==> src/rtl/dim_pkg.sv <==
`default_nettype none
// Shared constants for the digital input function mapper.
package dim_pkg;
	// Number of input pins and width of a function selector.
	localparam int NUM_INPUTS = 7;
	localparam int SEL_W      = 16;
	localparam int NUM_FUNCS  = 22;
	localparam int MODE_W     = 8;

	// Function indices into the decode table.
	localparam int FN_ENABLE   = 0;
	localparam int FN_FAULT    = 1;
	localparam int FN_MODE     = 2;
	localparam int FN_PCTL     = 3;
	localparam int FN_PLIM     = 4;
	localparam int FN_NLIM     = 5;
	localparam int FN_HOME     = 6;
	localparam int FN_REV      = 7;
	localparam int FN_SPD0     = 8;
	localparam int FN_SPD1     = 9;
	localparam int FN_SPD2     = 10;
	localparam int FN_POS0     = 11;
	localparam int FN_POS1     = 12;
	localparam int FN_POS2     = 13;
	localparam int FN_MUL0     = 14;
	localparam int FN_MUL1     = 15;
	localparam int FN_MUL2     = 16;
	localparam int FN_GAIN0    = 17;
	localparam int FN_GAIN1    = 18;
	localparam int FN_QSTOP    = 19;
	localparam int FN_HOMSTART = 20;
	localparam int FN_ACTIVATE = 21;

	// Bit-coded selector values; bit 15 marks the extended function group.
	localparam logic [SEL_W-1:0] FN_CODE [0:NUM_FUNCS-1] = '{
		16'h0001, 16'h0002, 16'h0004, 16'h0008, 16'h0010, 16'h0020,
		16'h0040, 16'h0080, 16'h0100, 16'h0200, 16'h8001, 16'h0400,
		16'h0800, 16'h8002, 16'h8004, 16'h8008, 16'h8010, 16'h8020,
		16'h8040, 16'h1000, 16'h2000, 16'h4000};
	localparam int SEL_GROUP_BIT = 15;

	// Register byte offsets on the APB bus.
	localparam logic [7:0] OFS_STORE   = 8'h00;
	localparam logic [7:0] OFS_SEL0    = 8'h04;
	localparam logic [7:0] OFS_POL     = 8'h20;
	localparam logic [7:0] OFS_LIMPOL  = 8'h24;
	localparam logic [7:0] OFS_MODE0   = 8'h28;
	localparam logic [7:0] OFS_MODE1   = 8'h2C;
	localparam logic [7:0] OFS_AUTO    = 8'h30;
	localparam logic [7:0] OFS_INSTAT  = 8'h34;
	localparam logic [7:0] OFS_FNSTAT  = 8'h38;
	localparam logic [7:0] OFS_CTRL    = 8'h3C;

	// Reset values.
	localparam logic [SEL_W-1:0] RST_SEL [0:NUM_INPUTS-1] = '{
		16'h0001, 16'h0002, 16'h0004, 16'h0008, 16'h0010, 16'h0020, 16'h0040};
	localparam logic [NUM_INPUTS-1:0] RST_POL    = 7'h7F;
	localparam logic [1:0]            RST_LIMPOL = 2'h0;
	localparam logic [MODE_W-1:0]     RST_MODE0  = 8'h00;
	localparam logic [MODE_W-1:0]     RST_MODE1  = 8'h00;
	localparam logic                  RST_AUTO   = 1'b0;

	// Signed speed mode codes that allow speed reversal.
	localparam logic [MODE_W-1:0] MODE_SPEED_POS = 8'h03;
	localparam logic [MODE_W-1:0] MODE_SPEED_NEG = 8'hFD;
endpackage
`default_nettype wire

==> src/rtl/dim_top.sv <==
// Local design decisions: the placing of the registers and the APB register port.
`default_nettype none
//Contract
// - Disabled code drives no function.
// - Valid enable input keeps drive enabled.
// - Fault reset acts on rising edge.
// - Mode input selects one of two modes.
// - Proportional input stops velocity integration.
// - Positive limit blocks forward, polarity configurable.
// - Negative limit blocks reverse, polarity configurable.
// - Homing input is origin reference.
// - Reverse input negates speed in speed mode.
// - Speed selector bits form speed index.
// - Position selector bits form position index.
// - Multi selector bits form gear index.
// - Gain switch bits choose gain set.
// - Quick stop releases the motor shaft.
// - After quick stop, stay disabled until re-enabled.
// - Homing start on each rising edge.
// - Activate command on each rising edge.
// - Any input can carry enable code.
// - No enable input plus auto setting enables.
// - Selectors are bit-coded function values.
// - Inputs default to normally open.
module dim_top
	import dim_pkg::*;
(
	// Clock and reset.
	input  wire logic                        CLK_SYS_I,
	input  wire logic                        RST_I,
	// APB slave port.
	input  wire logic                        PSEL_I,
	input  wire logic                        PENABLE_I,
	input  wire logic                        PWRITE_I,
	input  wire logic [7:0]                  PADDR_I,
	input  wire logic [31:0]                 PWDATA_I,
	output logic [31:0]                      PRDATA_O,
	output logic                             PREADY_O,
	output logic                             PSLVERR_O,
	// Raw digital input pins.
	input  wire logic [dim_pkg::NUM_INPUTS-1:0] DIN_I,
	// Drive control levels.
	output logic                             DRIVE_ENABLE_O,
	output logic                             SHAFT_RELEASE_O,
	output logic [dim_pkg::MODE_W-1:0]       OP_MODE_O,
	output logic                             VEL_P_ONLY_O,
	output logic                             FWD_BLOCK_O,
	output logic                             REV_BLOCK_O,
	output logic                             HOME_SWITCH_O,
	output logic                             SPEED_NEGATE_O,
	// Selector indices.
	output logic [2:0]                       SPEED_INDEX_O,
	output logic [2:0]                       POS_INDEX_O,
	output logic [2:0]                       GEAR_INDEX_O,
	output logic [1:0]                       GAIN_INDEX_O,
	// One-cycle event pulses.
	output logic                             FAULT_CLEAR_O,
	output logic                             HOMING_START_O,
	output logic                             ACTIVATE_O,
	output logic                             STORE_REQ_O
);
	import dim_pkg::*;

	// Data flow: pins are synchronised, corrected for polarity, decoded against
	// each input's selector into one level per function, and then registered.
	// Every level output therefore trails its pin by three clock edges, and every
	// event pulse follows the rising edge of its function by the same amount.
	// Several inputs may carry one function; their valid levels are ORed.

	// Two-flop synchroniser stages for the pins.
	logic [NUM_INPUTS-1:0] din_meta_r;   // First stage, read only by the second.
	logic [NUM_INPUTS-1:0] din_sync_r;   // Second stage, safe to use.

	// Configuration registers.
	// All of them reset to the values that a fresh device carries.
	logic [SEL_W-1:0]      sel_r [0:NUM_INPUTS-1]; // Function selector per input.
	logic [NUM_INPUTS-1:0] pol_r;        // 1 means normally open.
	logic [1:0]            limpol_r;     // 0 means limit switch normally closed.
	logic [MODE_W-1:0]     mode0_r;      // Mode while the mode input is invalid.
	logic [MODE_W-1:0]     mode1_r;      // Mode while the mode input is valid.
	logic                  auto_r;       // Automatic switch-on setting.

	// Decoded function state.
	logic [NUM_FUNCS-1:0]  fn_valid;     // Function asserted by any input.
	logic [NUM_FUNCS-1:0]  fn_prev_r;    // Previous cycle, for edge detection.
	logic [NUM_FUNCS-1:0]  fn_rise;      // Rising edge of each function.
	logic [NUM_INPUTS-1:0] in_valid;     // Polarity corrected levels.
	logic [NUM_INPUTS-1:0] en_mapped;    // Inputs carrying the enable code.

	// Enable and quick stop lock.
	// The lock remembers a quick stop after its input has gone away.
	logic                  en_src;       // Enable request from input or auto.
	logic                  en_src_prev_r;
	logic                  qs_lock_r;    // Held after a quick stop.
	logic                  qs_lock_nxt;
	logic                  sw_reenable;  // Software re-enable strobe.

	// Bus decode wires and the selected mode.
	// The selector matches are shared by the read multiplexer and the write decode so that
	// both always agree on which word an address selects.
	logic                  apb_setup;
	logic                  apb_wr;
	logic                  addr_hit;
	logic [31:0]           rd_mux;
	logic [NUM_INPUTS-1:0] sel_hit;
	logic [MODE_W-1:0]     mode_sel;

	// Synchronise pins first so every edge is seen once and cleanly.
	// The first stage may go metastable when a pin moves near the clock edge,
	// so nothing but the second stage ever reads it.
	always_ff @(posedge CLK_SYS_I) begin
		if (RST_I) begin
			din_meta_r <= '0;
			din_sync_r <= '0;
		end else begin
			din_meta_r <= DIN_I;
			din_sync_r <= din_meta_r;
		end
	end

	// Polarity correction: a set bit makes a high pin the valid level.
	// With the reset polarity a pin that sits low reads as invalid, which is the
	// normally open default; a cleared bit turns the pin into a normally closed one.
	assign in_valid = ~(din_sync_r ^ pol_r);

	// Per function, OR together the inputs whose selector carries its code.
	// The group bit must match too, otherwise 16'h8001 would alias enable.
	// Codes with bit 15 clear form the base group and codes with it set the
	// extended group; the low bits only mean something within their group.
	// A selector that holds several bits in one group drives all of them.
	genvar f, i;
	generate
		for (f = 0; f < NUM_FUNCS; f++) begin : g_fn
			logic [NUM_INPUTS-1:0] hit;
			logic                  inv;
			// Limits default to normally closed, so an open contact is a limit.
			// A set limit polarity bit turns the switch into a normally open one.
			if (f == FN_PLIM) begin : g_pl
				assign inv = ~limpol_r[0];
			end else if (f == FN_NLIM) begin : g_nl
				assign inv = ~limpol_r[1];
			end else begin : g_no
				assign inv = 1'b0;
			end
			for (i = 0; i < NUM_INPUTS; i++) begin : g_in
				// A zero selector matches no code and so drives nothing.
				assign hit[i] = (sel_r[i][SEL_GROUP_BIT] == FN_CODE[f][SEL_GROUP_BIT])
					&& (|(sel_r[i][SEL_W-2:0] & FN_CODE[f][SEL_W-2:0]))
					&& (in_valid[i] ^ inv);
			end
			assign fn_valid[f] = |hit;
		end
		// Mark inputs whose selector holds the enable bit.
		for (i = 0; i < NUM_INPUTS; i++) begin : g_en
			assign en_mapped[i] = ~sel_r[i][SEL_GROUP_BIT]
				& sel_r[i][FN_ENABLE];
		end
	endgenerate

	// Edge history of all functions.
	// Reset clears the history, so a function that is valid at the first cycle
	// after reset yields one edge then, just like a pin that rises at power-on.
	always_ff @(posedge CLK_SYS_I) begin
		if (RST_I) begin
			fn_prev_r <= '0;
		end else begin
			fn_prev_r <= fn_valid;
		end
	end

	assign fn_rise = fn_valid & ~fn_prev_r;

	// Enable comes from a mapped input, or from the auto setting when none is mapped.
	// The choice is made on the selectors, not on the pin levels: as soon as any
	// selector carries enable, the automatic setting no longer has any effect.
	assign en_src = (|en_mapped) ? fn_valid[FN_ENABLE] : auto_r;

	// Quick stop sets the lock; a fresh enable edge or software clears it.
	// Set wins, so a re-enable during an active quick stop has no effect.
	// Limitation: with the automatic setting the enable source never rises again,
	// so after a quick stop only the software re-enable brings the drive back.
	assign sw_reenable = apb_wr && (PADDR_I == OFS_CTRL) && PWDATA_I[0];
	always_comb begin
		qs_lock_nxt = qs_lock_r;
		if (fn_valid[FN_QSTOP]) begin
			qs_lock_nxt = 1'b1;
		end else if ((en_src & ~en_src_prev_r) | sw_reenable) begin
			qs_lock_nxt = 1'b0;
		end
	end

	// Lock and enable edge history.
	always_ff @(posedge CLK_SYS_I) begin
		if (RST_I) begin
			qs_lock_r     <= 1'b0;
			en_src_prev_r <= 1'b0;
		end else begin
			qs_lock_r     <= qs_lock_nxt;
			en_src_prev_r <= en_src;
		end
	end

	// Mode selection follows the mode input level.
	// Both modes are plain codes; this block does not check that they are legal.
	assign mode_sel = fn_valid[FN_MODE] ? mode1_r : mode0_r;

	// Registered control outputs; one cycle after the decoded level.
	// Registering every level gives glitch-free outputs at the cost of one cycle.
	// The enable term uses the next lock value so that quick stop drops the drive
	// at the same edge that raises the shaft release, never one edge later.
	always_ff @(posedge CLK_SYS_I) begin
		if (RST_I) begin
			DRIVE_ENABLE_O  <= 1'b0;
			SHAFT_RELEASE_O <= 1'b0;
			OP_MODE_O       <= RST_MODE0;
			VEL_P_ONLY_O    <= 1'b0;
			FWD_BLOCK_O     <= 1'b0;
			REV_BLOCK_O     <= 1'b0;
			HOME_SWITCH_O   <= 1'b0;
			SPEED_NEGATE_O  <= 1'b0;
		end else begin
			DRIVE_ENABLE_O  <= en_src & ~qs_lock_nxt;
			SHAFT_RELEASE_O <= fn_valid[FN_QSTOP];
			OP_MODE_O       <= mode_sel;
			VEL_P_ONLY_O    <= fn_valid[FN_PCTL];
			FWD_BLOCK_O     <= fn_valid[FN_PLIM];
			REV_BLOCK_O     <= fn_valid[FN_NLIM];
			HOME_SWITCH_O   <= fn_valid[FN_HOME];
			SPEED_NEGATE_O  <= fn_valid[FN_REV] && ((mode_sel == MODE_SPEED_POS)
				|| (mode_sel == MODE_SPEED_NEG));
		end
	end

	// Index outputs gathered from the selector bits, bit 0 first.
	// An unmapped selector bit reads as zero, so an index only counts the bits
	// that some input actually carries.
	always_ff @(posedge CLK_SYS_I) begin
		if (RST_I) begin
			SPEED_INDEX_O <= '0;
			POS_INDEX_O   <= '0;
			GEAR_INDEX_O  <= '0;
			GAIN_INDEX_O  <= '0;
		end else begin
			SPEED_INDEX_O <= {fn_valid[FN_SPD2], fn_valid[FN_SPD1], fn_valid[FN_SPD0]};
			POS_INDEX_O   <= {fn_valid[FN_POS2], fn_valid[FN_POS1], fn_valid[FN_POS0]};
			GEAR_INDEX_O  <= {fn_valid[FN_MUL2], fn_valid[FN_MUL1], fn_valid[FN_MUL0]};
			GAIN_INDEX_O  <= {fn_valid[FN_GAIN1], fn_valid[FN_GAIN0]};
		end
	end

	// Event pulses, one cycle per detected rising edge.
	// A function must go invalid for at least one synchronised cycle before it
	// can give a second pulse.
	always_ff @(posedge CLK_SYS_I) begin
		if (RST_I) begin
			FAULT_CLEAR_O  <= 1'b0;
			HOMING_START_O <= 1'b0;
			ACTIVATE_O     <= 1'b0;
		end else begin
			FAULT_CLEAR_O  <= fn_rise[FN_FAULT];
			HOMING_START_O <= fn_rise[FN_HOMSTART];
			ACTIVATE_O     <= fn_rise[FN_ACTIVATE];
		end
	end

	// APB: zero wait states; read data is latched in the setup cycle.
	// Because the answer never waits, ready is a constant; read data and the error
	// flag are captured at the setup edge and stand until the next setup cycle.
	assign apb_setup = PSEL_I & ~PENABLE_I;
	assign apb_wr    = PSEL_I & PENABLE_I & PWRITE_I;
	assign PREADY_O  = 1'b1;

	// Selector window match per input.
	// Selector words follow one another at a stride of one word from the first.
	generate
		for (i = 0; i < NUM_INPUTS; i++) begin : g_dec
			assign sel_hit[i] = (PADDR_I == 8'(OFS_SEL0 + 8'(4 * i)));
		end
	endgenerate

	// Address map check, shared by read and write.
	// Any other address answers with an error, reads zero and ignores a write.
	assign addr_hit = (|sel_hit) || (PADDR_I == OFS_STORE) || (PADDR_I == OFS_POL)
		|| (PADDR_I == OFS_LIMPOL) || (PADDR_I == OFS_MODE0) || (PADDR_I == OFS_MODE1)
		|| (PADDR_I == OFS_AUTO) || (PADDR_I == OFS_INSTAT) || (PADDR_I == OFS_FNSTAT)
		|| (PADDR_I == OFS_CTRL);

	// Read multiplexer; unused bits read as zero.
	// The status words show the synchronised pins and the decoded levels, which
	// lets software see what the decode sees without probing the pins.
	always_comb begin
		rd_mux = 32'h0000_0000;
		for (int k = 0; k < NUM_INPUTS; k++) begin
			if (sel_hit[k]) begin
				rd_mux = {16'h0000, sel_r[k]};
			end
		end
		if (PADDR_I == OFS_POL) begin
			rd_mux = {25'h0000000, pol_r};
		end else if (PADDR_I == OFS_LIMPOL) begin
			rd_mux = {30'h00000000, limpol_r};
		end else if (PADDR_I == OFS_MODE0) begin
			rd_mux = {24'h000000, mode0_r};
		end else if (PADDR_I == OFS_MODE1) begin
			rd_mux = {24'h000000, mode1_r};
		end else if (PADDR_I == OFS_AUTO) begin
			rd_mux = {31'h00000000, auto_r};
		end else if (PADDR_I == OFS_INSTAT) begin
			rd_mux = {25'h0000000, din_sync_r};
		end else if (PADDR_I == OFS_FNSTAT) begin
			rd_mux = {10'h000, fn_valid};
		end else if (PADDR_I == OFS_CTRL) begin
			rd_mux = {30'h00000000, qs_lock_r, DRIVE_ENABLE_O};
		end
	end

	// Bus answer registers.
	// A write returns zero read data so that nothing stale leaks onto the bus.
	always_ff @(posedge CLK_SYS_I) begin
		if (RST_I) begin
			PRDATA_O  <= 32'h0000_0000;
			PSLVERR_O <= 1'b0;
		end else if (apb_setup) begin
			PRDATA_O  <= PWRITE_I ? 32'h0000_0000 : rd_mux;
			PSLVERR_O <= ~addr_hit;
		end
	end

	// Configuration writes take effect in the access cycle.
	// The read-only status words and the store word fall through unchanged.
	always_ff @(posedge CLK_SYS_I) begin
		if (RST_I) begin
			for (int k = 0; k < NUM_INPUTS; k++) begin
				sel_r[k] <= RST_SEL[k];
			end
			pol_r    <= RST_POL;
			limpol_r <= RST_LIMPOL;
			mode0_r  <= RST_MODE0;
			mode1_r  <= RST_MODE1;
			auto_r   <= RST_AUTO;
		end else if (apb_wr) begin
			for (int k = 0; k < NUM_INPUTS; k++) begin
				if (sel_hit[k]) begin
					sel_r[k] <= PWDATA_I[SEL_W-1:0];
				end
			end
			if (PADDR_I == OFS_POL) begin
				pol_r <= PWDATA_I[NUM_INPUTS-1:0];
			end else if (PADDR_I == OFS_LIMPOL) begin
				limpol_r <= PWDATA_I[1:0];
			end else if (PADDR_I == OFS_MODE0) begin
				mode0_r <= PWDATA_I[MODE_W-1:0];
			end else if (PADDR_I == OFS_MODE1) begin
				mode1_r <= PWDATA_I[MODE_W-1:0];
			end else if (PADDR_I == OFS_AUTO) begin
				auto_r <= PWDATA_I[0];
			end
		end
	end

	// The store strobe asks the nonvolatile side to copy the current settings.
	// The copy itself lives outside; this block only raises the request.
	// A write of zero to the store word is accepted and does nothing.
	always_ff @(posedge CLK_SYS_I) begin
		if (RST_I) begin
			STORE_REQ_O <= 1'b0;
		end else begin
			STORE_REQ_O <= apb_wr && (PADDR_I == OFS_STORE) && PWDATA_I[0];
		end
	end
endmodule
`default_nettype wire

==> config.mk <==
export PLATFORM = sky130hd
export DESIGN_NAME = dim_top
export DESIGN_NICKNAME = d
export VERILOG_FILES = /design/src/rtl/dim_pkg.sv /design/src/rtl/dim_top.sv
export SDC_FILE = /design/constraint.sdc
export NUM_CORES = 1
export LEC_CHECK = 0
export ABC_AREA = 1
export ABC_CLOCK_PERIOD_IN_PS = 3200
export BUFFER_PORTS_ARGS = -buffer_cell sky130_fd_sc_hd__buf_2
export CORE_ASPECT_RATIO = 0.5
export CORE_MARGIN = 5
export CORE_UTILIZATION = 53
export DETAILED_ROUTE_END_ITERATION = 12
export HOLD_SLACK_MARGIN = 0.03
export PLACE_DENSITY = 0.76
export REMOVE_ABC_BUFFERS = 1
export SYNTH_ARGS = -nofsm -noshare
export SYNTH_HDL_FRONTEND = slang
export SYNTH_SLANG_ARGS = --single-unit
export TNS_END_PERCENT = 1
==> constraint.sdc <==
create_clock -name CLK_SYS_I -period 3.2 [get_ports CLK_SYS_I]
set_clock_uncertainty 0.05 [all_clocks]
set_input_delay 0.64 -clock CLK_SYS_I [delete_from_list [all_inputs] [get_ports CLK_SYS_I]]
set_output_delay 0.64 -clock CLK_SYS_I [all_outputs]
set_load 0.02 [all_outputs]
==> run metrics, run 1 <==
Longest Clk Path Bufs=3; met1 WL=15700 um; initial antenna violation count=0; leakage power of the design=4.98 nW; cell area after placement=11200 um^2; ranking of synthesized cells by area=sky130_fd_sc_hd__edfxtp_1 33%, sky130_fd_sc_hd__dfxtp_1 19%, sky130_fd_sc_hd__nand2_1 8.7%; Final Setup Violations=0; maximum level of the CTS H-tree=1; number of nets in the layout=1427; required time at the worst-slack endpoint=3.58 ns; top routing layer in use=met4; Port-buffer cells=88; number of global-route vias before repair=8919; Final Max Slew Viols=0; initial standard-cell utilization of the core=0.535; power per cell area=502 nW/um^2; drt initial violations=1158; Die Y-Extent=109 um; share of the clock period used by the worst path after layout=0.885; crit path launch type=register; maximum number of pins on one net before global-route repair=55; clock root buffer master=sky130_fd_sc_hd__clkbuf_16; VDD IR-drop max=0.357 mV; Yosys top cell by area=sky130_fd_sc_hd__edfxtp_1; sequential cell area fraction in the yosys report=0.517; CTS Buf Count=20; Worst EP arrival=3.22 ns; area added between synthesis and finish=15.0%; outcome=complete, no violations; Critical Path Start=pol_r[4]$_SDFFE_PP1P_; met2 routed WL=15600 um; max-cap violations=0; final routed DRC violation total=0; unrepaired setup endpoints after global routing=false; cell area after synthesis=10300 um^2; antenna-violating nets left=0; worst hold path type=input port to register; kind of critical path=register to register; Final Hold Violating Endpoints=0; worst-case headroom to the max-slew limit=0.214; launch point of the worst reg-to-reg path=pol_r[4]$_SDFFE_PP1P_; maximum net fanout on the critical path=17; Tmin final=2.83 ns; main flop type after synthesis=sky130_fd_sc_hd__edfxtp_1; clock input transition at the sequential cells of the worst setup and hold paths=0.07 ns; final std cell area, no fill=11900 um^2; top-area cell type share of the netlist area=0.326; proportion of layout cells with a drive suffix above 1=0.176; Pre-Repair DR Iteration Count=6; yosys synthesis warning count=0; global-route wire length before repair=52600 um; core area=19300 um^2; length of routed met3 wiring=3280 um; maximum clock frequency=353 MHz; via count normalized by instance count=5.65; post-cts resize count=0; GRT Util Overall=0.310; hold-fix buffers at CTS=0; setup slack of the most critical reg-to-reg path=0.37 ns; Via Count=9355; slew at the pin closest to its max-slew limit=1.17 ns; number of buffers inserted to repair setup after CTS=0; CTS tree=done; Worst-Skew Late Latency=0.53 ns; asr flop ratio synth=0; detailed placement HPWL=27500 um; number of standard cells after synthesis=1261; FF+latch count, synth=210; number of clock sinks seen by CTS=210; endpoint of the lowest-slack register-to-register path=SPEED_NEGATE_O$_SDFF_PP0_; Total Wirelength=35500 um; std cell rows=36; count of boundary I/O pins=116; depth of the most critical reg-to-reg path=14; global-route congestion overflow total=0; Worst Setup EP=SPEED_NEGATE_O$_SDFF_PP0_; number of synthesized flops with an enable pin=112; type of element capturing the critical path=register; x dimension of the die=207 um; GPL Wtd Cong=1.01; mean area per synthesized cell=8.18 um^2; unique cell type count in the Yosys netlist=51; overall die area=22500 um^2; sum of internal, switching and leakage power=0.00595 W; Antenna Cells=0; routed wirelength normalized by instance count=21.5 um; sum of negative setup slack=0 ns
## sequential cells by signal, indices dropped and copies added (netlist names), 2 cells and up
signal         flops
limpol_r           2
mode0_r            8
sel_r            112
din_sync_r         7
mode1_r            8
PRDATA_O          22
din_meta_r         7
SPEED_INDEX_O      2
OP_MODE_O          8
fn_prev_r         12
pol_r              7
GEAR_INDEX_O       2
POS_INDEX_O        2
## Yosys cell counts (2+ instances only)
library cell                number
sky130_fd_sc_hd__nand2_1       240
sky130_fd_sc_hd__nor2_1        184
sky130_fd_sc_hd__inv_1         175
sky130_fd_sc_hd__edfxtp_1      112
sky130_fd_sc_hd__dfxtp_1        98
sky130_fd_sc_hd__a21oi_1        77
sky130_fd_sc_hd__o21ai_0        52
sky130_fd_sc_hd__nand3_1        36
sky130_fd_sc_hd__o22ai_1        28
sky130_fd_sc_hd__nand4_1        27
sky130_fd_sc_hd__buf_4          26
sky130_fd_sc_hd__inv_2          24
sky130_fd_sc_hd__clkbuf_1       22
sky130_fd_sc_hd__o211ai_1       19
sky130_fd_sc_hd__o21ai_1        14
sky130_fd_sc_hd__nor2_4         12
sky130_fd_sc_hd__nor3_1         12
sky130_fd_sc_hd__nor2_2         11
sky130_fd_sc_hd__nand2_2        10
sky130_fd_sc_hd__a221oi_1        9
sky130_fd_sc_hd__o2111ai_1       9
sky130_fd_sc_hd__buf_2           8
sky130_fd_sc_hd__a2bb2oi_1       4
sky130_fd_sc_hd__a31oi_1         4
sky130_fd_sc_hd__clkinv_1        4
sky130_fd_sc_hd__nor4_1          4
sky130_fd_sc_hd__a211oi_1        3
sky130_fd_sc_hd__buf_1           3
sky130_fd_sc_hd__a22o_1          2
sky130_fd_sc_hd__a32o_1          2
sky130_fd_sc_hd__a41oi_1         2
sky130_fd_sc_hd__conb_1          2
sky130_fd_sc_hd__nand2_4         2
sky130_fd_sc_hd__o221ai_1        2
sky130_fd_sc_hd__o22ai_2         2
sky130_fd_sc_hd__o2bb2ai_1       2
sky130_fd_sc_hd__or2_0           2
sky130_fd_sc_hd__or2_2           2
sky130_fd_sc_hd__xnor2_2         2
## report_power, final
group	switching, W	internal, W
Clock	0.00106	0.00136
Combinational	0.000383	0.000138
Sequential	0.0000609	0.00295
## cell families after synthesis
logic type,Yosys count,share of synthesized area
buffers and inverters,264,0.108
AND/OR/NAND/NOR,544,0.229
flip-flops,210,0.517
other,2,0.000728
XOR/XNOR,3,0.00400
AO/OA/AOI/OAI,238,0.142
## stage by stage
stage	hold WS [ns]	setup WS (ns)	cells	util
after floorplan	0.317	0.00426	1210	-
after global placement	0.321	0.480	1619	0.581
after detailed placement	0.327	0.432	1619	0.581
after CTS	0.269	0.421	1655	0.615
after global routing	0.288	0.213	1655	0.615
final	0.281	0.368	1655	0.615
## metal layers
metal  GRT usage  up-vias
met5           0        -
met4      0.0736        0
met3      0.0486       63
met2       0.497      441
met1       0.448     4483
li1            -     4368
## layout by cell type (no fill, tap or decap), drive strengths merged
cell type,n
inv,200
a22o,2
nor4,4
or2,4
clkinv,8
a22oi,1
dfxtp,98
nand2,252
xor2,1
a211oi,3
a41oi,2
a21oi,77
o21ai,67
nand4,27
nor2,207
o211ai,19
clkbuf,32
o22ai,30
edfxtp,112
o221ai,2
nor3b,1
o311ai,1
a32o,2
a31oi,5
nor3,13
a2111oi,2
o2111ai,9
o31ai,1
buf,143
a221oi,9
conb,11
a2bb2oi,4
o2bb2ai,2
nand3,36
xnor2,2
## how the worst min path moves through the flow
| stage | startpoint | endpoint | slack, ns | depth (start not counted) |
|---|---|---|---|---|
| floorplan | fn_prev_r[21]$_SDFF_PP0_ | ACTIVATE_O$_SDFF_PP0_ | 0.32 | 1 |
| global placement | fn_prev_r[20]$_SDFF_PP0_ | HOMING_START_O$_SDFF_PP0_ | 0.32 | 1 |
| detailed placement | fn_prev_r[20]$_SDFF_PP0_ | HOMING_START_O$_SDFF_PP0_ | 0.33 | 1 |
| CTS | DIN_I[0] | din_meta_r[0]$_SDFF_PP0_ | 0.27 | 3 |
| global route | DIN_I[0] | din_meta_r[0]$_SDFF_PP0_ | 0.29 | 3 |
| finish | DIN_I[0] | din_meta_r[0]$_SDFF_PP0_ | 0.28 | 3 |
## final cells by class
cell class              instances  area, um^2
clock buffers                  32         631
clock inverters                 4        31.3
fillers                      1739        7420
inverters                     204         768
multi-input cells             796        3910
flip-flops and latches        210        5330
well taps                     266         333
repair buffers                143         866
## worst max-delay path, stage by stage, from the launching register on
cell	delay (ns)
sky130_fd_sc_hd__dfxtp_1	0.35
sky130_fd_sc_hd__inv_1	0.07
sky130_fd_sc_hd__nand2_1	0.07
sky130_fd_sc_hd__nand2_2	0.10
sky130_fd_sc_hd__nor2_1	0.89
sky130_fd_sc_hd__inv_2	0.09
sky130_fd_sc_hd__o21ai_2	0.20
sky130_fd_sc_hd__nor2_4	0.06
sky130_fd_sc_hd__nand2_4	0.20
sky130_fd_sc_hd__nand2_1	0.08
sky130_fd_sc_hd__o21ai_1	0.17
sky130_fd_sc_hd__nand2_1	0.09
sky130_fd_sc_hd__nor2_1	0.12
sky130_fd_sc_hd__nand4_1	0.08
sky130_fd_sc_hd__a21oi_1	0.14
No activity file was read; power rests on OpenSTA's default activity.
==> inputs of run 2 (changes only) <==
--- a/config.mk
+++ b/config.mk
@@ -6,14 +6,16 @@
 export NUM_CORES = 1
 export LEC_CHECK = 0
 export ABC_AREA = 1
-export ABC_CLOCK_PERIOD_IN_PS = 3200
 export BUFFER_PORTS_ARGS = -buffer_cell sky130_fd_sc_hd__buf_2
+export CELL_PAD_IN_SITES_DETAIL_PLACEMENT = 1
+export CELL_PAD_IN_SITES_GLOBAL_PLACEMENT = 1
 export CORE_ASPECT_RATIO = 0.5
 export CORE_MARGIN = 5
-export CORE_UTILIZATION = 53
+export CORE_UTILIZATION = 40
+export CTS_CLUSTER_SIZE = 8
 export DETAILED_ROUTE_END_ITERATION = 12
 export HOLD_SLACK_MARGIN = 0.03
-export PLACE_DENSITY = 0.76
+export PLACE_DENSITY_LB_ADDON = 0.1
 export REMOVE_ABC_BUFFERS = 1
 export SYNTH_ARGS = -nofsm -noshare
 export SYNTH_HDL_FRONTEND = slang
==> run metrics, run 2 (synthesized netlist as in run 1, its figures left out) <==
antenna-violating nets left=0; count of boundary I/O pins=116; maximum net fanout on the critical path=7; required time at the worst-slack endpoint=3.60 ns; unrepaired setup endpoints after global routing=false; max-cap violations=0; area added between synthesis and finish=17.7%; Worst EP arrival=3.03 ns; switching part of the total=0.255; number of fill cells in the layout=3047; x dimension of the die=237 um; kind of critical path=register to register; Final Setup Violations=0; clock input transition at the sequential cells of the worst setup and hold paths=0.05 ns; drt initial violations=801; overall die area=29300 um^2; via count normalized by instance count=5.41; number of global-route vias before repair=9597; crit path launch type=register; Antenna Cells=0; proportion of layout cells with a drive suffix above 1=0.172; Via Count=9406; sum of negative setup slack=0 ns; post-cts resize count=0; sum of internal, switching and leakage power=0.00646 W; number of nets in the layout=1432; clock root buffer master=sky130_fd_sc_hd__clkbuf_16; share of the clock period used by the worst path after layout=0.822; part of the power in registers=0.467; detailed placement HPWL=29500 um; slew at the pin closest to its max-slew limit=0.748 ns; Post-Place Worst Slack=0.382 ns; clock network fraction of design power=0.450; registers with the most flip-flops=sel_r x112, PRDATA_O x22, fn_prev_r x12; most common cell after layout, fill and taps aside=sky130_fd_sc_hd__nand2_1; type of element capturing the critical path=register; worst hold path type=input port to register; commonest cells after routing, fill and taps aside=240 x sky130_fd_sc_hd__nand2_1, 184 x sky130_fd_sc_hd__nor2_1, 175 x sky130_fd_sc_hd__inv_1, 112 x sky130_fd_sc_hd__edfxtp_1, 98 x sky130_fd_sc_hd__dfxtp_1; leakage power of the design=5.04 nW; maximum number of pins on one net before global-route repair=81; VDD IR-drop max=0.441 mV; Port-buffer cells=88; routed wirelength normalized by instance count=22.0 um; maximum level of the CTS H-tree=1; Worst-Skew Late Latency=0.56 ns; Pre-Repair DR Iteration Count=5; final worst setup slack=0.571 ns; outcome=complete, no violations; Final Hold Violating Endpoints=0; CTS tree=done; combinational share of power=0.082; Longest Clk Path Bufs=3; Internal Power=0.00481 W; std cell rows=41; GRT Util Overall=0.259; global-route congestion overflow total=0; Most flops, register=sel_r; power per cell area=533 nW/um^2; initial standard-cell utilization of the core=0.408; flip-flop count of the largest register, all copies and words added=112; Die Y-Extent=124 um; net switching power figure=0.00165 W; worst-case headroom to the max-slew limit=0.500; global-route wire length before repair=57400 um; final routed DRC violation total=0; core area=25300 um^2; Total Wirelength=38200 um; Tmin final=2.63 ns; hold-fix buffers at CTS=0; CTS Buf Count=30; number of buffers inserted to repair setup after CTS=0; Final Max Slew Viols=0; initial antenna violation count=0; maximum clock frequency=380 MHz; GPL Wtd Cong=0.937; number of clock sinks seen by CTS=210
-- run 2: final timing paths --
kind	from	end	slack [ns]	cells past startpoint
hold reg to reg	fn_prev_r[21]$_SDFF_PP0_	ACTIVATE_O$_SDFF_PP0_	0.34	1
hold / removal	DIN_I[3]	din_meta_r[3]$_SDFF_PP0_	0.24	3
setup / recovery	din_sync_r[1]$_SDFF_PP0_	PRDATA_O[19]$_SDFFE_PP0P_	0.57	10
setup reg to reg	din_sync_r[1]$_SDFF_PP0_	PRDATA_O[19]$_SDFFE_PP0P_	0.57	10
-- run 2: critical path: stages (launching register included) --
cell                        delay [ns]
sky130_fd_sc_hd__dfxtp_1          0.34
sky130_fd_sc_hd__inv_1            0.09
sky130_fd_sc_hd__nand2_1          0.06
sky130_fd_sc_hd__nand2_2          0.19
sky130_fd_sc_hd__inv_1            0.17
sky130_fd_sc_hd__nand2_1          0.29
sky130_fd_sc_hd__buf_4            0.22
sky130_fd_sc_hd__o22ai_1          0.15
sky130_fd_sc_hd__a2111oi_2        0.62
sky130_fd_sc_hd__nor2_1           0.12
sky130_fd_sc_hd__a32o_1           0.23
-- run 2: area by class of cell --
cell class / instances / area [um^2] / share of cell area
Clock buffer: 46 / 811 / 0.0668
Clock inverter: 2 / 25.0 / 0.00206
Inverter: 204 / 768 / 0.0633
Multi-Input combinational cell: 796 / 3910 / 0.322
Sequential cell: 210 / 5330 / 0.439
Tap cell: 344 / 430 / 0.0355
Timing Repair Buffer: 138 / 866 / 0.0714
-- run 2: power by group through the flow --
stage	Sequential, W	Clock (W)	Combinational [W]
after floorplan	0.00308	0	0.000253
after global placement	0.00307	0	0.000517
after detailed placement	0.00307	0	0.000528
after CTS	0.00302	0.00296	0.000531
after global routing	0.00303	0.00309	0.000578
final	0.00302	0.00291	0.000532
-- run 2: through the flow --
step            util  area, um^2  std cells  hold slack [ns]
2_1_floorplan      -       10000       1210            0.317
3_3_place_gp   0.447       11300       1692            0.320
3_5_place_dp   0.447       11300       1692            0.336
4_1_cts        0.480       12100       1740            0.223
5_1_grt        0.480       12100       1740            0.233
6_report       0.480       12100       1740            0.236
-- run 2: layer usage --
metal  wire length (um)  global-route usage  part of all wire
met1              17800               0.366              0.47
met2              17300               0.430              0.45
met3               2520              0.0392             0.066
met4                646              0.0490             0.017
met5                  0                   0                 0
==> inputs of run 3 (changes only) <==
--- a/config.mk
+++ b/config.mk
@@ -5,13 +5,13 @@
 export SDC_FILE = /design/constraint.sdc
 export NUM_CORES = 1
 export LEC_CHECK = 0
-export ABC_AREA = 1
+export ABC_AREA = 0
 export BUFFER_PORTS_ARGS = -buffer_cell sky130_fd_sc_hd__buf_2
 export CELL_PAD_IN_SITES_DETAIL_PLACEMENT = 1
 export CELL_PAD_IN_SITES_GLOBAL_PLACEMENT = 1
 export CORE_ASPECT_RATIO = 0.5
 export CORE_MARGIN = 5
-export CORE_UTILIZATION = 40
+export CORE_UTILIZATION = 46
 export CTS_CLUSTER_SIZE = 8
 export DETAILED_ROUTE_END_ITERATION = 12
 export HOLD_SLACK_MARGIN = 0.03
==> constraint.sdc (replaced) <==
create_clock -name CLK_SYS_I -period 2.5 [get_ports CLK_SYS_I]
set_clock_uncertainty 0.05 [all_clocks]
set_input_delay 0.5 -clock CLK_SYS_I [delete_from_list [all_inputs] [get_ports CLK_SYS_I]]
set_output_delay 0.5 -clock CLK_SYS_I [all_outputs]
set_load 0.02 [all_outputs]
==> run metrics, run 3 <==
sequential cell area fraction in the yosys report=0.510; Yosys top cell by area=sky130_fd_sc_hd__edfxtp_1; CTS tree=done; required time at the worst-slack endpoint=2.88 ns; FF+latch count, synth=210; number of buffers inserted to repair setup after CTS=0; sum of negative setup slack=0 ns; depth of the most critical reg-to-reg path=7; area taken by multi-input logic gates=4560 um^2; asr flop ratio synth=0; maximum level of the CTS H-tree=1; clock input transition at the sequential cells of the worst setup and hold paths=0.05 ns; CTS Buf Count=30; cell area after placement=12000 um^2; GPL Wtd Cong=0.982; Via Count=10400; Post-synth top cells=174 x sky130_fd_sc_hd__nor2_1, 116 x sky130_fd_sc_hd__nand2_1, 112 x sky130_fd_sc_hd__edfxtp_1; final routed DRC violation total=0; top-area cell type share of the netlist area=0.322; Longest Clk Path Bufs=3; setup slack of the most critical reg-to-reg path=0.08 ns; overall die area=26000 um^2; Port-buffer cells=88; Most flops, register=sel_r; clock network fraction of design power=0.442; ranking of synthesized cells by area=sky130_fd_sc_hd__edfxtp_1 32%, sky130_fd_sc_hd__dfxtp_1 19%, sky130_fd_sc_hd__nor2_1 6.3%; crit path launch type=register; initial standard-cell utilization of the core=0.462; kind of critical path=register to register; launch point of the worst reg-to-reg path=pol_r[3]$_SDFFE_PP1P_; registers with the most flip-flops=sel_r x112, PRDATA_O x22, fn_prev_r x12; mean area per synthesized cell=9.50 um^2; unrepaired setup endpoints after global routing=false; max-cap violations=0; routed wirelength normalized by instance count=30.4 um; Worst-Skew Late Latency=0.60 ns; slew at the pin closest to its max-slew limit=1.36 ns; Worst EP arrival=2.80 ns; leakage power of the design=4.91 nW; VDD IR-drop max=0.621 mV; Internal Power=0.00629 W; outcome=complete, no violations; commonest cells after routing, fill and taps aside=174 x sky130_fd_sc_hd__nor2_1, 116 x sky130_fd_sc_hd__nand2_1, 112 x sky130_fd_sc_hd__edfxtp_1, 111 x sky130_fd_sc_hd__buf_4, 98 x sky130_fd_sc_hd__dfxtp_1; worst-case headroom to the max-slew limit=0.0891; Pre-Repair DR Iteration Count=5; GRT Util Overall=0.366; flip-flop count of the largest register, all copies and words added=112; sum of internal, switching and leakage power=0.00862 W; power per cell area=672 nW/um^2; combinational share of power=0.105; part of the power in registers=0.452; maximum clock frequency=414 MHz; number of standard cells after synthesis=1099; unique cell type count in the Yosys netlist=65; number of fill cells in the layout=2571; global-route congestion overflow total=0; worst hold path type=input port to register; cell area after synthesis=10400 um^2; clock root buffer master=sky130_fd_sc_hd__clkbuf_16; share of the clock period used by the worst path after layout=0.967; switching part of the total=0.270; net switching power figure=0.00233 W; Final Hold Violating Endpoints=0; post-cts resize count=0; Total Wirelength=48400 um; Final Setup Violations=0; most instantiated library cell after synthesis=sky130_fd_sc_hd__nor2_1; antenna-violating nets left=0; count of boundary I/O pins=116; number of global-route vias before repair=10600; Tmin final=2.42 ns; Die Y-Extent=117 um; maximum net fanout on the critical path=6; maximum number of pins on one net before global-route repair=38; drt initial violations=1311; most common cell after layout, fill and taps aside=sky130_fd_sc_hd__nor2_1; Layout Utilization=0.568; via count normalized by instance count=6.57; Final Max Slew Viols=0; global-route wire length before repair=70200 um; initial antenna violation count=4; endpoint of the lowest-slack register-to-register path=PRDATA_O[6]$_SDFFE_PP0P_; type of element capturing the critical path=register; Critical Path Start=pol_r[3]$_SDFFE_PP1P_; main flop type after synthesis=sky130_fd_sc_hd__edfxtp_1; std cell rows=39; detailed placement HPWL=34500 um; yosys synthesis warning count=0; final std cell area, no fill=12800 um^2; number of clock sinks seen by CTS=210; Worst Setup EP=PRDATA_O[6]$_SDFFE_PP0P_; hold-fix buffers at CTS=0; area added between synthesis and finish=22.8%; core area=22600 um^2; number of nets in the layout=1317; x dimension of the die=223 um; proportion of layout cells with a drive suffix above 1=0.210; number of synthesized flops with an enable pin=112; area taken by flip-flops and latches=5330 um^2
run 3: metal layers:
| layer | vias up | GRT usage | routed length (um) |
|---|---|---|---|
| met1 | 5184 | 0.491 | 19900 |
| met5 | - | 0 | 60 |
| li1 | 4338 | - | - |
| met2 | 762 | 0.566 | 20700 |
| met4 | 8 | 0.127 | 1800 |
| met3 | 156 | 0.116 | 5980 |
run 3: power by group through the flow:
stage	registers, W	clock network, W	logic [W]
finish	0.00390	0.00381	0.000906
floorplan	0.00394	0	0.000348
global route	0.00390	0.00400	0.000942
global placement	0.00395	0	0.000854
detailed placement	0.00396	0	0.000872
CTS	0.00389	0.00383	0.000880
run 3: stage by stage:
stage | hold WS, ns | cells | setup slack [ns]
finish | 0.107 | 1591 | 0.0830
global placement | 0.319 | 1540 | 0.0254
floorplan | 0.317 | 1020 | -0.889
CTS | 0.0940 | 1589 | 0.195
detailed placement | 0.333 | 1540 | -0.0109
global route | 0.106 | 1589 | 0.0579
run 3: critical path: stages, from the launching register on:
cell	delay, ns
sky130_fd_sc_hd__dfxtp_1	0.50
sky130_fd_sc_hd__xor2_2	0.35
sky130_fd_sc_hd__nor2_2	0.11
sky130_fd_sc_hd__buf_4	0.20
sky130_fd_sc_hd__a22o_1	0.24
sky130_fd_sc_hd__a221oi_1	0.30
sky130_fd_sc_hd__a31o_1	0.39
sky130_fd_sc_hd__a31oi_1	0.13
run 3: logic make-up after synthesis:
logic type,share of synthesized area
simple gates,0.196
flops,0.510
other cells,0.000719
xor+xnor,0.0241
buf+inv,0.0563
mux,0.0290
compound gates,0.184
run 3: worst min-delay path by stage:
stage,startpoint,to,slack [ns],depth (start not counted)
4_1_cts,DIN_I[6],din_meta_r[6]$_SDFF_PP0_,0.09,2
6_report,DIN_I[2],din_meta_r[2]$_SDFF_PP0_,0.11,2
3_5_place_dp,fn_prev_r[20]$_SDFF_PP0_,HOMING_START_O$_SDFF_PP0_,0.33,1
5_1_grt,DIN_I[1],din_meta_r[1]$_SDFF_PP0_,0.11,2
2_1_floorplan,fn_prev_r[21]$_SDFF_PP0_,ACTIVATE_O$_SDFF_PP0_,0.32,1
3_3_place_gp,fn_prev_r[21]$_SDFF_PP0_,ACTIVATE_O$_SDFF_PP0_,0.32,1
run 3: area by class of cell:
| class | count | area share |
|---|---|---|
| Timing Repair Buffer | 213 | 0.121 |
| Clock buffer | 47 | 0.0635 |
| Sequential cell | 210 | 0.415 |
| Antenna cell | 2 | 0.000390 |
| Clock inverter | 2 | 0.00302 |
| Inverter | 38 | 0.0111 |
| Multi-Input combinational cell | 772 | 0.356 |
| Tap cell | 307 | 0.0299 |
